File: src/common/eif_pkg.sv
// shared constants and types for the external interrupt edge and noise filter block
package eif_pkg;

   // register byte addresses on the avalon bus
   localparam logic [31:0] EIF_ADDR_LOW_FALL = 32'hffff_f300;
   localparam logic [31:0] EIF_ADDR_LOW_RISE = 32'hffff_f304;
   localparam logic [31:0] EIF_ADDR_P7_FALL = 32'hffff_f308;
   localparam logic [31:0] EIF_ADDR_P7_RISE = 32'hffff_f30c;
   localparam logic [31:0] EIF_ADDR_P46_FALL = 32'hffff_f310;
   localparam logic [31:0] EIF_ADDR_P46_RISE = 32'hffff_f314;
   localparam logic [31:0] EIF_ADDR_NFC = 32'hffff_f318;
   localparam logic [31:0] EIF_ADDR_IRQ_STAT = 32'hffff_f31c;
   localparam logic [31:0] EIF_ADDR_IRQ_EN = 32'hffff_f320;
   localparam logic [31:0] EIF_ADDR_IRQ_CLR = 32'hffff_f324;
   localparam logic [31:0] EIF_ADDR_BITOP = 32'hffff_f328;

   // implemented bits of each 8-bit register, the rest read as zero
   localparam logic [7:0] EIF_MASK_LOW = 8'h7c;
   localparam logic [7:0] EIF_MASK_P7 = 8'h02;
   localparam logic [7:0] EIF_MASK_P46 = 8'he0;
   localparam logic [7:0] EIF_MASK_NFC = 8'h87;
   localparam logic [7:0] EIF_MASK_IRQ = 8'h1f;

   // reset values
   localparam logic [7:0] EIF_EDGE_RST = 8'h00;
   localparam logic [7:0] EIF_NFC_RST = 8'h00;
   localparam logic [7:0] EIF_IRQ_RST = 8'h00;

   // field positions
   localparam int EIF_PIN3_BIT = 6;
   localparam int EIF_PIN7_BIT = 1;
   localparam int EIF_PIN4_BIT = 5;
   localparam int EIF_NFC_DFILT_BIT = 7;
   localparam int EIF_NFC_SEL_LSB = 0;
   localparam int EIF_BITOP_SEL_LSB = 4;
   localparam int EIF_BITOP_VAL_BIT = 8;

   // interrupt status layout: bit 0 is pin three up to bit 4 for pin seven
   localparam int EIF_NUM_PINS = 5;

   // bit-operation register select codes
   localparam logic [2:0] EIF_BSEL_LOW_FALL = 3'h0;
   localparam logic [2:0] EIF_BSEL_LOW_RISE = 3'h1;
   localparam logic [2:0] EIF_BSEL_P7_FALL = 3'h2;
   localparam logic [2:0] EIF_BSEL_P7_RISE = 3'h3;
   localparam logic [2:0] EIF_BSEL_P46_FALL = 3'h4;
   localparam logic [2:0] EIF_BSEL_P46_RISE = 3'h5;

   // timing: digital filter agreement count, prescaler width
   localparam logic [1:0] EIF_FILT_SAMPLES = 2'h3;
   localparam int EIF_PRESC_W = 10;

   // digital sampling clock choices
   typedef enum logic [2:0] {
      EIF_SMP_DIV64 = 3'h0,
      EIF_SMP_DIV128 = 3'h1,
      EIF_SMP_DIV256 = 3'h2,
      EIF_SMP_DIV512 = 3'h3,
      EIF_SMP_DIV1024 = 3'h4,
      EIF_SMP_SUB = 3'h5
   } eif_smp_sel_type;

endpackage

File: src/hdl/eif_sync.sv
// three-stage pin synchroniser whose output moves once stages two and three agree
`timescale 1ns/1ps
module eif_sync (
   input wire logic core_clk_i, // peripheral clock
   input wire logic rstn_i, // synchronous reset, active low
   input wire logic pin_i, // asynchronous pin level
   output logic level_o // filtered synchronous level
);
   import eif_pkg::*;

   logic s1_reg, s2_reg, s3_reg, lvl_reg;
   logic lvl_next;

   // stage one feeds stage two only, to keep metastability contained
   always_comb begin
      lvl_next = lvl_reg;
      if (s2_reg == s3_reg) begin
         lvl_next = s3_reg;
      end
   end

   // register stages
   always_ff @(posedge core_clk_i) begin
      if (!rstn_i) begin
         s1_reg <= 1'b0;
         s2_reg <= 1'b0;
         s3_reg <= 1'b0;
         lvl_reg <= 1'b0;
      end else begin
         s1_reg <= pin_i;
         s2_reg <= s1_reg;
         s3_reg <= s2_reg;
         lvl_reg <= lvl_next;
      end
   end

   assign level_o = lvl_reg;
endmodule

File: src/hdl/eif_edge_det.sv
// per-pin valid edge detector producing a one-cycle request pulse
`timescale 1ns/1ps
module eif_edge_det (
   input wire logic core_clk_i, // peripheral clock
   input wire logic rstn_i, // synchronous reset, active low
   input wire logic level_i, // conditioned pin level, same clock
   input wire logic fall_sel_i, // detect falling edges
   input wire logic rise_sel_i, // detect rising edges
   output logic req_o // one-cycle request pulse
);
   import eif_pkg::*;

   logic prev_reg, req_reg;
   logic prev_next, req_next;

   // 00 none, 01 rising, 10 falling, 11 both
   always_comb begin
      prev_next = level_i;
      req_next = (rise_sel_i && level_i && !prev_reg) ||
                 (fall_sel_i && !level_i && prev_reg);
   end

   // registered so the request is a clean single-cycle pulse
   always_ff @(posedge core_clk_i) begin
      if (!rstn_i) begin
         prev_reg <= 1'b0;
         req_reg <= 1'b0;
      end else begin
         prev_reg <= prev_next;
         req_reg <= req_next;
      end
   end

   assign req_o = req_reg;
endmodule

File: src/hdl/eif_top.sv
// external interrupt pin conditioning: edge select, pin three noise filter, avalon registers
//
// How it works
// - pin seven edge: 00 none,01 rise,10 fall,11 both
// - pins four to six use bits 5-7
// - edge select registers reset to zero
// - edge selects writable as byte or bit
// - filter bit seven: 0 analog, 1 digital
// - sample clock: divide 64..1024 or subclock
// - three matching samples accept a new level
// - pulses up to two samples rejected
// - subclock sampling still wakes from standby
// - sample clock change needs three samples
// - noise control byte-only, resets zero, reserved zero
// - pin three edge in low pair bit six
//
// Implementation choice: the Avalon-MM interface to the registers.
`timescale 1ns/1ps
module eif_top (
   input wire logic core_clk_i, // peripheral clock, 50 MHz
   input wire logic rstn_i, // synchronous reset, active low
   input wire logic [31:0] avs_address_i, // avalon byte address
   input wire logic avs_read_i, // avalon read
   input wire logic avs_write_i, // avalon write
   input wire logic [31:0] avs_writedata_i, // avalon write data
   input wire logic [3:0] avs_byteenable_i, // avalon byte enables
   output logic [31:0] avs_readdata_o, // avalon read data
   output logic avs_waitrequest_o, // avalon wait request
   input wire logic ext_irq_in_three_i, // pin three, filtered
   input wire logic ext_irq_in_four_i, // pin four
   input wire logic ext_irq_in_five_i, // pin five
   input wire logic ext_irq_in_six_i, // pin six
   input wire logic ext_irq_in_seven_i, // pin seven
   input wire logic sub_clock_i, // subclock, sampled as a pin
   input wire logic standby_i, // divided sample clocks stopped
   output logic [eif_pkg::EIF_NUM_PINS-1:0] irq_req_o, // request pulses, pins 3..7
   output logic pin3_wake_o, // pin three standby release pulse
   output logic irq_o // level interrupt
);
   import eif_pkg::*;

   // register state
   logic [7:0] low_fall_edge_sel_reg, low_fall_edge_sel_next;
   logic [7:0] low_rise_edge_sel_reg, low_rise_edge_sel_next;
   logic [7:0] pin7_fall_edge_sel_reg, pin7_fall_edge_sel_next;
   logic [7:0] pin7_rise_edge_sel_reg, pin7_rise_edge_sel_next;
   logic [7:0] pins4to6_fall_edge_sel_reg, pins4to6_fall_edge_sel_next;
   logic [7:0] pins4to6_rise_edge_sel_reg, pins4to6_rise_edge_sel_next;
   logic [7:0] noise_filter_ctrl_reg, noise_filter_ctrl_next;
   logic [7:0] irq_stat_reg, irq_stat_next;
   logic [7:0] irq_en_reg, irq_en_next;
   logic irq_reg, irq_next;
   logic wait_reg, wait_next;
   logic [31:0] rdata_reg, rdata_next;

   // filter state
   logic [EIF_PRESC_W-1:0] presc_reg, presc_next;
   logic sub_prev_reg, sub_prev_next;
   logic [2:0] hist_reg, hist_next;
   logic [1:0] cnt_reg, cnt_next;
   logic filt_reg, filt_next;
   logic wake_reg, wake_next;

   logic req_any, wr_done;
   logic [7:0] wmask;
   logic [2:0] bsel;
   logic [2:0] bpos;
   logic bval;
   logic [7:0] bone;
   logic sel_change;
   logic div_tick, sub_tick, smp_tick;
   logic digital_mode;
   eif_smp_sel_type smp_sel;
   logic [EIF_NUM_PINS-1:0] pin_sync;
   logic [EIF_NUM_PINS-1:0] pin_cond;
   logic [EIF_NUM_PINS-1:0] fall_sel, rise_sel;
   logic [EIF_NUM_PINS-1:0] req;
   logic sub_sync;

   // every pin passes a synchroniser before any logic looks at it
   eif_sync u_sync_p3 (.core_clk_i(core_clk_i), .rstn_i(rstn_i),
      .pin_i(ext_irq_in_three_i), .level_o(pin_sync[0]));
   eif_sync u_sync_p4 (.core_clk_i(core_clk_i), .rstn_i(rstn_i),
      .pin_i(ext_irq_in_four_i), .level_o(pin_sync[1]));
   eif_sync u_sync_p5 (.core_clk_i(core_clk_i), .rstn_i(rstn_i),
      .pin_i(ext_irq_in_five_i), .level_o(pin_sync[2]));
   eif_sync u_sync_p6 (.core_clk_i(core_clk_i), .rstn_i(rstn_i),
      .pin_i(ext_irq_in_six_i), .level_o(pin_sync[3]));
   eif_sync u_sync_p7 (.core_clk_i(core_clk_i), .rstn_i(rstn_i),
      .pin_i(ext_irq_in_seven_i), .level_o(pin_sync[4]));
   eif_sync u_sync_sub (.core_clk_i(core_clk_i), .rstn_i(rstn_i),
      .pin_i(sub_clock_i), .level_o(sub_sync));

   // per-pin select bits
   assign fall_sel[0] = low_fall_edge_sel_reg[EIF_PIN3_BIT];
   assign rise_sel[0] = low_rise_edge_sel_reg[EIF_PIN3_BIT];
   assign fall_sel[3:1] = pins4to6_fall_edge_sel_reg[EIF_PIN4_BIT +: 3];
   assign rise_sel[3:1] = pins4to6_rise_edge_sel_reg[EIF_PIN4_BIT +: 3];
   assign fall_sel[4] = pin7_fall_edge_sel_reg[EIF_PIN7_BIT];
   assign rise_sel[4] = pin7_rise_edge_sel_reg[EIF_PIN7_BIT];

   // pin three takes the filtered level in digital mode, others run straight
   assign digital_mode = noise_filter_ctrl_reg[EIF_NFC_DFILT_BIT];
   assign pin_cond = {pin_sync[4:1], digital_mode ? filt_reg : pin_sync[0]};

   // one detector per pin
   genvar gi;
   generate
      for (gi = 0; gi < EIF_NUM_PINS; gi++) begin : g_det
         eif_edge_det u_det (.core_clk_i(core_clk_i), .rstn_i(rstn_i),
            .level_i(pin_cond[gi]), .fall_sel_i(fall_sel[gi]),
            .rise_sel_i(rise_sel[gi]), .req_o(req[gi]));
      end
   endgenerate

   // bus decode helpers
   assign req_any = avs_read_i || avs_write_i;
   assign wr_done = avs_write_i && !wait_reg;
   assign wmask = avs_byteenable_i[0] ? 8'hff : 8'h00;
   assign bsel = avs_writedata_i[EIF_BITOP_SEL_LSB +: 3];
   assign bpos = avs_writedata_i[2:0];
   assign bval = avs_writedata_i[EIF_BITOP_VAL_BIT];
   assign bone = 8'h01 << bpos;

   // sample clock: divided core clock or subclock rising edges
   assign smp_sel = eif_smp_sel_type'(noise_filter_ctrl_reg[EIF_NFC_SEL_LSB +: 3]);
   assign sub_tick = sub_sync && !sub_prev_reg;
   always_comb begin
      div_tick = 1'b0;
      unique case (smp_sel)
         EIF_SMP_DIV64: div_tick = &presc_reg[5:0];
         EIF_SMP_DIV128: div_tick = &presc_reg[6:0];
         EIF_SMP_DIV256: div_tick = &presc_reg[7:0];
         EIF_SMP_DIV512: div_tick = &presc_reg[8:0];
         EIF_SMP_DIV1024: div_tick = &presc_reg[9:0];
         EIF_SMP_SUB: div_tick = 1'b0;
         default: div_tick = 1'b0; // prohibited codes never sample
      endcase
   end
   // divided clocks stop in standby, the subclock keeps running
   assign smp_tick = (smp_sel == EIF_SMP_SUB) ? sub_tick : (div_tick && !standby_i);

   // a write that changes the sample clock code restarts the filter
   assign sel_change = wr_done && (avs_address_i == EIF_ADDR_NFC) && avs_byteenable_i[0] &&
      (avs_writedata_i[EIF_NFC_SEL_LSB +: 3] != noise_filter_ctrl_reg[EIF_NFC_SEL_LSB +: 3]);

   // digital filter next state
   always_comb begin
      presc_next = presc_reg + 1'b1;
      sub_prev_next = sub_sync;
      hist_next = hist_reg;
      cnt_next = cnt_reg;
      filt_next = filt_reg;
      if (!digital_mode) begin
         filt_next = pin_sync[0]; // track, so entering digital mode makes no edge
      end
      if (sel_change) begin
         cnt_next = 2'h0;
      end else if (digital_mode && smp_tick) begin
         hist_next = {hist_reg[1:0], pin_sync[0]};
         if (cnt_reg != EIF_FILT_SAMPLES) begin
            cnt_next = cnt_reg + 2'h1;
         end
         // level accepted only after three agreeing samples; narrower pulses lost
         if ((cnt_reg >= EIF_FILT_SAMPLES - 2'h1) && (hist_reg[1] == pin_sync[0]) &&
             (hist_reg[0] == pin_sync[0])) begin
            filt_next = pin_sync[0];
         end
      end
      wake_next = standby_i && req[0];
   end

   // register file next values
   always_comb begin
      low_fall_edge_sel_next = low_fall_edge_sel_reg;
      low_rise_edge_sel_next = low_rise_edge_sel_reg;
      pin7_fall_edge_sel_next = pin7_fall_edge_sel_reg;
      pin7_rise_edge_sel_next = pin7_rise_edge_sel_reg;
      pins4to6_fall_edge_sel_next = pins4to6_fall_edge_sel_reg;
      pins4to6_rise_edge_sel_next = pins4to6_rise_edge_sel_reg;
      noise_filter_ctrl_next = noise_filter_ctrl_reg;
      irq_en_next = irq_en_reg;
      irq_stat_next = irq_stat_reg | {3'h0, req}; // sticky set
      if (wr_done) begin
         unique case (avs_address_i)
            EIF_ADDR_LOW_FALL: low_fall_edge_sel_next =
               (low_fall_edge_sel_reg & ~wmask) | (avs_writedata_i[7:0] & wmask & EIF_MASK_LOW);
            EIF_ADDR_LOW_RISE: low_rise_edge_sel_next =
               (low_rise_edge_sel_reg & ~wmask) | (avs_writedata_i[7:0] & wmask & EIF_MASK_LOW);
            EIF_ADDR_P7_FALL: pin7_fall_edge_sel_next =
               (pin7_fall_edge_sel_reg & ~wmask) | (avs_writedata_i[7:0] & wmask & EIF_MASK_P7);
            EIF_ADDR_P7_RISE: pin7_rise_edge_sel_next =
               (pin7_rise_edge_sel_reg & ~wmask) | (avs_writedata_i[7:0] & wmask & EIF_MASK_P7);
            EIF_ADDR_P46_FALL: pins4to6_fall_edge_sel_next =
               (pins4to6_fall_edge_sel_reg & ~wmask) | (avs_writedata_i[7:0] & wmask & EIF_MASK_P46);
            EIF_ADDR_P46_RISE: pins4to6_rise_edge_sel_next =
               (pins4to6_rise_edge_sel_reg & ~wmask) | (avs_writedata_i[7:0] & wmask & EIF_MASK_P46);
            // whole byte only; reserved bits six to three stay zero
            EIF_ADDR_NFC: noise_filter_ctrl_next = avs_byteenable_i[0] ?
               (avs_writedata_i[7:0] & EIF_MASK_NFC) : noise_filter_ctrl_reg;
            EIF_ADDR_IRQ_EN: irq_en_next =
               (irq_en_reg & ~wmask) | (avs_writedata_i[7:0] & wmask & EIF_MASK_IRQ);
            // clear first, then the same cycle's events set again: set wins
            EIF_ADDR_IRQ_CLR: irq_stat_next =
               (irq_stat_reg & ~(avs_writedata_i[7:0] & wmask)) | {3'h0, req};
            // single-bit write into an edge select register; the filter register is not reachable
            EIF_ADDR_BITOP: begin
               if (avs_byteenable_i[0] && avs_byteenable_i[1]) begin
                  unique case (bsel)
                     EIF_BSEL_LOW_FALL: low_fall_edge_sel_next = EIF_MASK_LOW &
                        (bval ? (low_fall_edge_sel_reg | bone) : (low_fall_edge_sel_reg & ~bone));
                     EIF_BSEL_LOW_RISE: low_rise_edge_sel_next = EIF_MASK_LOW &
                        (bval ? (low_rise_edge_sel_reg | bone) : (low_rise_edge_sel_reg & ~bone));
                     EIF_BSEL_P7_FALL: pin7_fall_edge_sel_next = EIF_MASK_P7 &
                        (bval ? (pin7_fall_edge_sel_reg | bone) : (pin7_fall_edge_sel_reg & ~bone));
                     EIF_BSEL_P7_RISE: pin7_rise_edge_sel_next = EIF_MASK_P7 &
                        (bval ? (pin7_rise_edge_sel_reg | bone) : (pin7_rise_edge_sel_reg & ~bone));
                     EIF_BSEL_P46_FALL: pins4to6_fall_edge_sel_next = EIF_MASK_P46 &
                        (bval ? (pins4to6_fall_edge_sel_reg | bone) :
                        (pins4to6_fall_edge_sel_reg & ~bone));
                     EIF_BSEL_P46_RISE: pins4to6_rise_edge_sel_next = EIF_MASK_P46 &
                        (bval ? (pins4to6_rise_edge_sel_reg | bone) :
                        (pins4to6_rise_edge_sel_reg & ~bone));
                     default: ; // unused select codes are ignored
                  endcase
               end
            end
            default: ; // unmapped writes are dropped
         endcase
      end
      irq_next = |(irq_stat_next & irq_en_next);
   end

   // bus handshake: one wait cycle, then the request completes
   always_comb begin
      wait_next = !(req_any && wait_reg);
      rdata_next = rdata_reg;
      if (req_any && wait_reg) begin
         rdata_next = 32'h0000_0000;
         if (avs_read_i) begin
            unique case (avs_address_i)
               EIF_ADDR_LOW_FALL: rdata_next[7:0] = low_fall_edge_sel_reg;
               EIF_ADDR_LOW_RISE: rdata_next[7:0] = low_rise_edge_sel_reg;
               EIF_ADDR_P7_FALL: rdata_next[7:0] = pin7_fall_edge_sel_reg;
               EIF_ADDR_P7_RISE: rdata_next[7:0] = pin7_rise_edge_sel_reg;
               EIF_ADDR_P46_FALL: rdata_next[7:0] = pins4to6_fall_edge_sel_reg;
               EIF_ADDR_P46_RISE: rdata_next[7:0] = pins4to6_rise_edge_sel_reg;
               EIF_ADDR_NFC: rdata_next[7:0] = noise_filter_ctrl_reg;
               EIF_ADDR_IRQ_STAT: rdata_next[7:0] = irq_stat_reg;
               EIF_ADDR_IRQ_EN: rdata_next[7:0] = irq_en_reg;
               default: rdata_next = 32'h0000_0000; // write-only and unmapped read zero
            endcase
         end
      end
   end

   // all state registers
   always_ff @(posedge core_clk_i) begin
      if (!rstn_i) begin
         low_fall_edge_sel_reg <= EIF_EDGE_RST;
         low_rise_edge_sel_reg <= EIF_EDGE_RST;
         pin7_fall_edge_sel_reg <= EIF_EDGE_RST;
         pin7_rise_edge_sel_reg <= EIF_EDGE_RST;
         pins4to6_fall_edge_sel_reg <= EIF_EDGE_RST;
         pins4to6_rise_edge_sel_reg <= EIF_EDGE_RST;
         noise_filter_ctrl_reg <= EIF_NFC_RST;
         irq_stat_reg <= EIF_IRQ_RST;
         irq_en_reg <= EIF_IRQ_RST;
         irq_reg <= 1'b0;
         wait_reg <= 1'b1;
         rdata_reg <= 32'h0000_0000;
         presc_reg <= '0;
         sub_prev_reg <= 1'b0;
         hist_reg <= 3'h0;
         cnt_reg <= 2'h0;
         filt_reg <= 1'b0;
         wake_reg <= 1'b0;
      end else begin
         low_fall_edge_sel_reg <= low_fall_edge_sel_next;
         low_rise_edge_sel_reg <= low_rise_edge_sel_next;
         pin7_fall_edge_sel_reg <= pin7_fall_edge_sel_next;
         pin7_rise_edge_sel_reg <= pin7_rise_edge_sel_next;
         pins4to6_fall_edge_sel_reg <= pins4to6_fall_edge_sel_next;
         pins4to6_rise_edge_sel_reg <= pins4to6_rise_edge_sel_next;
         noise_filter_ctrl_reg <= noise_filter_ctrl_next;
         irq_stat_reg <= irq_stat_next;
         irq_en_reg <= irq_en_next;
         irq_reg <= irq_next;
         wait_reg <= wait_next;
         rdata_reg <= rdata_next;
         presc_reg <= presc_next;
         sub_prev_reg <= sub_prev_next;
         hist_reg <= hist_next;
         cnt_reg <= cnt_next;
         filt_reg <= filt_next;
         wake_reg <= wake_next;
      end
   end

   // outputs straight from flops
   assign avs_readdata_o = rdata_reg;
   assign avs_waitrequest_o = wait_reg;
   assign irq_req_o = req;
   assign pin3_wake_o = wake_reg;
   assign irq_o = irq_reg;
endmodule

File: config.mk
export PLATFORM = sky130hd
export DESIGN_NAME = eif_top
export DESIGN_NICKNAME = d
export VERILOG_FILES = /design/src/common/eif_pkg.sv /design/src/hdl/eif_sync.sv /design/src/hdl/eif_edge_det.sv /design/src/hdl/eif_top.sv
export SDC_FILE = /design/constraint.sdc
export NUM_CORES = 1
export LEC_CHECK = 0
export BUFFER_PORTS_ARGS = -buffer_cell sky130_fd_sc_hd__buf_2
export CAP_MARGIN = 20
export CORE_MARGIN = 5
export CORE_UTILIZATION = 45
export DETAILED_ROUTE_END_ITERATION = 8
export GPL_ROUTABILITY_DRIVEN = 0
export PLACE_DENSITY = 0.76
export RECOVER_POWER = 50
export SETUP_SLACK_MARGIN = 0.05
export SYNTH_ARGS = -nofsm -noshare
export SYNTH_HDL_FRONTEND = slang
export SYNTH_SLANG_ARGS = --single-unit
File: constraint.sdc
create_clock -name core_clk_i -period 2.5 [get_ports core_clk_i]
set_input_delay 0.5 -clock core_clk_i [delete_from_list [all_inputs] [get_ports core_clk_i]]
set_output_delay 0.5 -clock core_clk_i [all_outputs]
set_load 0.02 [all_outputs]
==> results of run 1 <==
## cell usage after synthesis, types with 10 or more instances
cell      count  area (sq um)
and3_1       11          68.8
clkbuf_1     17          63.8
a31oi_1      14          87.6
a21oi_1      29           145
buf_4        31           233
o21ai_0      20           100
a211oi_1     10          75.1
and2_1       54           338
dfxtp_1     129          2580
nand2_1      45           169
mux2i_1      25           250
nand4_1      16           100
inv_1        11          41.3
nand3_1      21           105
nor2_1       50           188
## kinds of logic after synthesis
logic type                 after synthesis  synth area share, %
AOI/OAI and AO/OA                      154                 18.0
xor gates and xnor gates                11                 1.55
adders and majority gates                4                0.805
buffers and inverters                   76                 7.00
DFF                                    129                 41.5
muxes                                   29                 4.93
other                                    1               0.0603
and+or+nand+nor                        269                 26.1
## metrics by stage
stage / instance area [sq um] / hold WS (ns)
after floorplan: 6300 / 0.412
after global placement: 7120 / 0.414
after detailed placement: 7120 / 0.419
after CTS: 7770 / 0.270
after global routing: 7750 / 0.277
final: 7750 / 0.286
## worst paths after layout
path,startpoint,to,slack [ns],cells after the start
min,sub_clock_i,u_sync_sub.s1_reg,0.29,2
max,avs_address_i[10],flip-flop,0.19,9
max reg2reg,presc_reg[1],filt_reg,0.27,10
min reg2reg,u_sync_p4.s1_reg,u_sync_p4.s2_reg,0.43,1
## metal layers
metal / up-vias / global-route usage [%] / wire length, um
li1: 2673 / - / -
met1: 2720 / 29.4 / 7610
met2: 311 / 33.7 / 7970
met3: 66 / 6.52 / 1650
met4: 0 / 9.53 / 671
met5: - / 0 / 0
## layout make-up
type | count | area [sq um] | share of cell area, %
clock inverters | 12 | 179 | 2.31
flip-flops and latches | 129 | 2580 | 33.3
inverters | 12 | 45.0 | 0.581
repair buffers | 150 | 946 | 12.2
multi-input cells | 491 | 3300 | 42.6
clock buffers | 20 | 467 | 6.02
well taps | 180 | 225 | 2.91
## where the power goes
group / internal (uW) / switching (uW)
sequential: 2070 / 8.11
combinational: 115 / 215
clock: 1750 / 943
## repair_timing
item	CTS	global route
hold endpoints to repair	0	0
gates resized for setup	1	3
pin swaps	0	1
setup endpoints to repair	1	4
==> results.toml, run 1 <==
[outcome]
status = "finished clean"

[drt]
wl_per_cell_um = 18.0
drtIter0Drc = 568
routed_via_density = 5.80
drt-pass1-iter-count = 5
ant_nets = 0
num_vias = 5770
wirelength_um = 17900
drc_errors = 0

[synth]
synthFlopType = "dfxtp_1"
synthesis.area_sq_mm = 0.00622
seq_area_frac_synth_pct = 41.5
synth_cells = 673
synth-edff-count = 0
avgSynthCellArea_sq_um = 9.24
async_flop_share_pct = 0
yosys_warnings = 0
ys_ff_latch = 129
yosysUniqueCellTypes = 81

[sta]
worst_slew_pin_slew_ns = 1.32
finalSetupViolations = 0
grt_setup_unrepaired = "false"
fmax_mhz = 433
setup_tns_ns = 0
final.setup.worst_slack_ns = 0.192
slew_headroom_pct = 11.8
fin_crit_sh_pct = 92.3
report.final.slew_viol_count = 0
fin_crit_ns = 2.31
hold_viol = 0
fin_skew_ns = 0.0165

[critical_path]
critPathMaxStageDelay_ns = 0.50
path_cells = "buf_2 > nand4bb_4 > or4_1 > buf_4 > nor4_4 > a32oi_1 > buf_4 > nor4_1 > a211oi_1"
critical_path_buf_inv_count = 3
path_max_fanout = 8
worstPathRequired_ns = 2.74
cp-end-kind = "flip-flop"
critPathLaunchType = "input port"
worst-setup-path-type = "input port to flip-flop"
cp_common_cell = "buf_4"
crit_family = "simple AND/OR/NAND/NOR gates"
arrival_ns = 2.55
crit_slowest_cell = "or4_1"

[clock_network]
insertion_delay_ns = 0.43
clkSinkCount = 129
htreeDepth = 4
post_cts_buffers = 0
clkTransAtPathRegs_ns = 0.06
cts-root-buf = "clkbuf_16"
numCtsBuffers = 17
hold_buffers = 0
cts_buffer_depth = 2
tritoncts = "done"

[placement]
place_ws_ns = -0.147
port_buffers = 69
dp.cells = 962
dp.final_hpwl_um = 13200

[global_route]
grt.overflow.total = 0
antenna_found_initial = 0
grt.total_usage_pct = 22.2
grt_pass1_vias = 5389
grt_pass1_wl_um = 28300
grt_max_degree = 32

[flow_run]
cap_violations = 0

[final_layout]
nNetsFinal = 884
final_common_cell = "dfxtp_1"
final_util_pct = 56.5
layout.cells.most_common_list = "dfxtp_1, buf_4, buf_2, nor2_1, and2_1"
stdcell_count = 994
drive_gt1_share_pct = 24.8
syn2layout_area_growth_pct = 24.6
antenna_cells = 0
fillers = 1216

[worst_hold_path]
worstHoldPathType = "input port to flip-flop"

[die]
die_x_um = 128
num_io_pins = 119
die_h_um = 128
die_area_sq_mm = 0.0163
fp.coreArea_sq_mm = 0.0137
rows = 43
start_util_pct = 45.3

[pwr]
p_leak_uw = 0.00316
ir_worst_vdd_uv = 535
powerDensity_mw_per_mm2 = 659
total_power_uw = 5110
(Power assumes the default switching activity.)
==> run 2, diff against run 1 <==
--- a/config.mk
+++ b/config.mk
@@ -6,12 +6,13 @@
 export NUM_CORES = 1
 export LEC_CHECK = 0
 export BUFFER_PORTS_ARGS = -buffer_cell sky130_fd_sc_hd__buf_2
-export CAP_MARGIN = 20
+export CAP_MARGIN = 25
 export CORE_MARGIN = 5
-export CORE_UTILIZATION = 45
+export CORE_UTILIZATION = 40
 export DETAILED_ROUTE_END_ITERATION = 8
 export GPL_ROUTABILITY_DRIVEN = 0
-export PLACE_DENSITY = 0.76
+export HOLD_SLACK_MARGIN = 0.12
+export PLACE_DENSITY = 0.69
 export RECOVER_POWER = 50
 export SETUP_SLACK_MARGIN = 0.05
 export SYNTH_ARGS = -nofsm -noshare
==> run 2 against run 1 <==
Compared with the run above:
- total power decreased by 3.8%
- global-route usage shrank 2.5 points
- clock-buffer cell count rose by 7
- sequential power about the same
- wire length shrank 0.31%
- sequential share of layout area shrank 0.070 points
- worst setup slack lost 0.091 ns
- final cell count rose by 1.3%
- core utilization decreased by 5.4 points
- register-to-register slack barely moved
- die area is 11% higher
- clock skew fell by 0.0095 ns
- critical path type unchanged
- highest routed layer unchanged
==> results.toml, run 2 (same netlist as run 1, synthesis figures left out) <==
[critical_path]
path_cells = "buf_2 > or4b_1 > nor3_2 > nand3_1 > o32ai_1 > buf_4 > a31oi_1 > a211oi_1"
r2r_start = "presc_reg[3]"
r2r_end = "filt_reg"
arrival_ns = 2.72
crit_slowest_cell = "or4b_1"
worst-setup-path-type = "input port to flip-flop"
path_max_fanout = 5
cp-end-kind = "flip-flop"
critPathLaunchType = "input port"
critPathMaxStageDelay_ns = 0.71
worstPathRequired_ns = 2.82
rr_worst_depth = 10
rrSetupSlack_ns = 0.26

[pwr]
p_leak_uw = 0.00319
total_power_uw = 4910
ir_worst_vdd_uv = 487
powerDensity_mw_per_mm2 = 633

[sta]
grt_setup_unrepaired = "false"
setup_tns_ns = 0
worst_slew_pin_slew_ns = 1.02
slew_headroom_pct = 32.3
fin_skew_ns = 0.00697
final.setup.worst_slack_ns = 0.101
fmax_mhz = 417
finalSetupViolations = 0
report.final.slew_viol_count = 0
fin_crit_ns = 2.40
fin_crit_sh_pct = 96.0
hold_viol = 0

[final_layout]
drive_gt1_share_pct = 25.0
antenna_cells = 0
nNetsFinal = 890
syn2layout_area_growth_pct = 24.9
layout.cells.most_common_list = "dfxtp_1, buf_4, buf_2, nor2_1, and2_1"
final_common_cell = "dfxtp_1"
stdcell_area_sq_mm = 0.00776
final_util_pct = 51.1

[die]
fp.coreArea_sq_mm = 0.0152
num_io_pins = 119
die_x_um = 135
start_util_pct = 40.9
die_h_um = 135
rows = 45
die_area_sq_mm = 0.0181

[worst_hold_path]
whs_path_depth = 2
min_from = "ext_irq_in_seven_i"
worstHoldPathType = "input port to flip-flop"
holdPathEnd = "u_sync_p7.s1_reg"

[clock_network]
cts-root-buf = "clkbuf_16"
htreeDepth = 4
tritoncts = "done"
insertion_delay_ns = 0.42
clkTransAtPathRegs_ns = 0.06
numCtsBuffers = 17
hold_buffers = 0
cts_buffer_depth = 2
clkSinkCount = 129

[global_route]
grt.total_usage_pct = 19.7
gr-usage-met2_pct = 29.7
antenna_found_initial = 0
grt_max_degree = 52
top_usage_layer = "met2"
grt.overflow.total = 0
grt_pass1_wl_um = 27600
grt_pass1_vias = 5146
met3_usage_pct = 5.29
grt_use_met1_pct = 26.8

[drt]
drtIter0Drc = 559
ant_nets = 0
wl_per_cell_um = 17.7
drc_errors = 0
num_vias = 5553
routed_via_density = 5.51
wirelength_um = 17900
drt-pass1-iter-count = 5

[placement]
dp.final_hpwl_um = 13300
port_buffers = 69
place_ws_ns = -0.284
dpl-instance-area_sq_mm = 0.00717

[outcome]
status = "finished clean"

[flow_run]
cap_violations = 0
-- run 2: cell count changes in the layout (fill, tap and decap cells not counted), moves of 2 or more --
cell / before / now
buf_4: 75 / 81
clkbuf_8: 3 / 7
clkinvlp_4: 3 / 0
bufinv_16: 4 / 2
clkbuf_2: 0 / 2
inv_6: 2 / 0
-- run 2: where the power goes --
group,internal (uW),total (uW),switching [uW]
Sequential,2080,2080,8.99
Combinational,113,324,211
Clock,1650,2500,858
Total,3830,4910,1080
-- run 2: routing by layer --
metal	part of all wire (%)	routed length, um
met1	46	8150
met2	43	7750
met4	2.7	483
met3	8.2	1470
met5	0	0
-- run 2: area by class of cell --
cell class                 instances  area, sq um
timing repair buffer             156          993
clock inverter                     4         70.1
sequential                       129         2580
inverter                          12         45.0
clock buffer                      27          533
tap                              188          235
fill                            1408         7440
multi-input combinational        491         3300
-- run 2: through the flow --
| step | instances | hold slack (ns) |
|---|---|---|
| final | 1007 | 0.291 |
| after global routing | 1007 | 0.277 |
| after CTS | 1007 | 0.282 |
| after detailed placement | 976 | 0.421 |
| after global placement | 976 | 0.415 |
| after floorplan | 696 | 0.412 |
-- run 2: timing repair --
item	CTS	global route
pin swaps	0	2
resized for setup	1	4
setup buffers	0	0
setup endpoints to repair	1	11
-- run 2: worst max path at each step --
stage	from	end	cells after the start
final	avs_address_i[4]	flip-flop	8
after global routing	avs_address_i[4]	flip-flop	8
after CTS	avs_address_i[10]	pin7_rise_edge_sel_reg[5]	10
after detailed placement	avs_address_i[10]	filt_reg	9
after global placement	avs_address_i[10]	filt_reg	9
after floorplan	avs_address_i[10]	flip-flop	8
-- run 2: worst max-delay path: cells and delay by family --
| kind | cells | cell delay, ns |
|---|---|---|
| simple gates | 3 | 1.09 |
| compound gates | 3 | 0.82 |
| buf+inv | 2 | 0.30 |
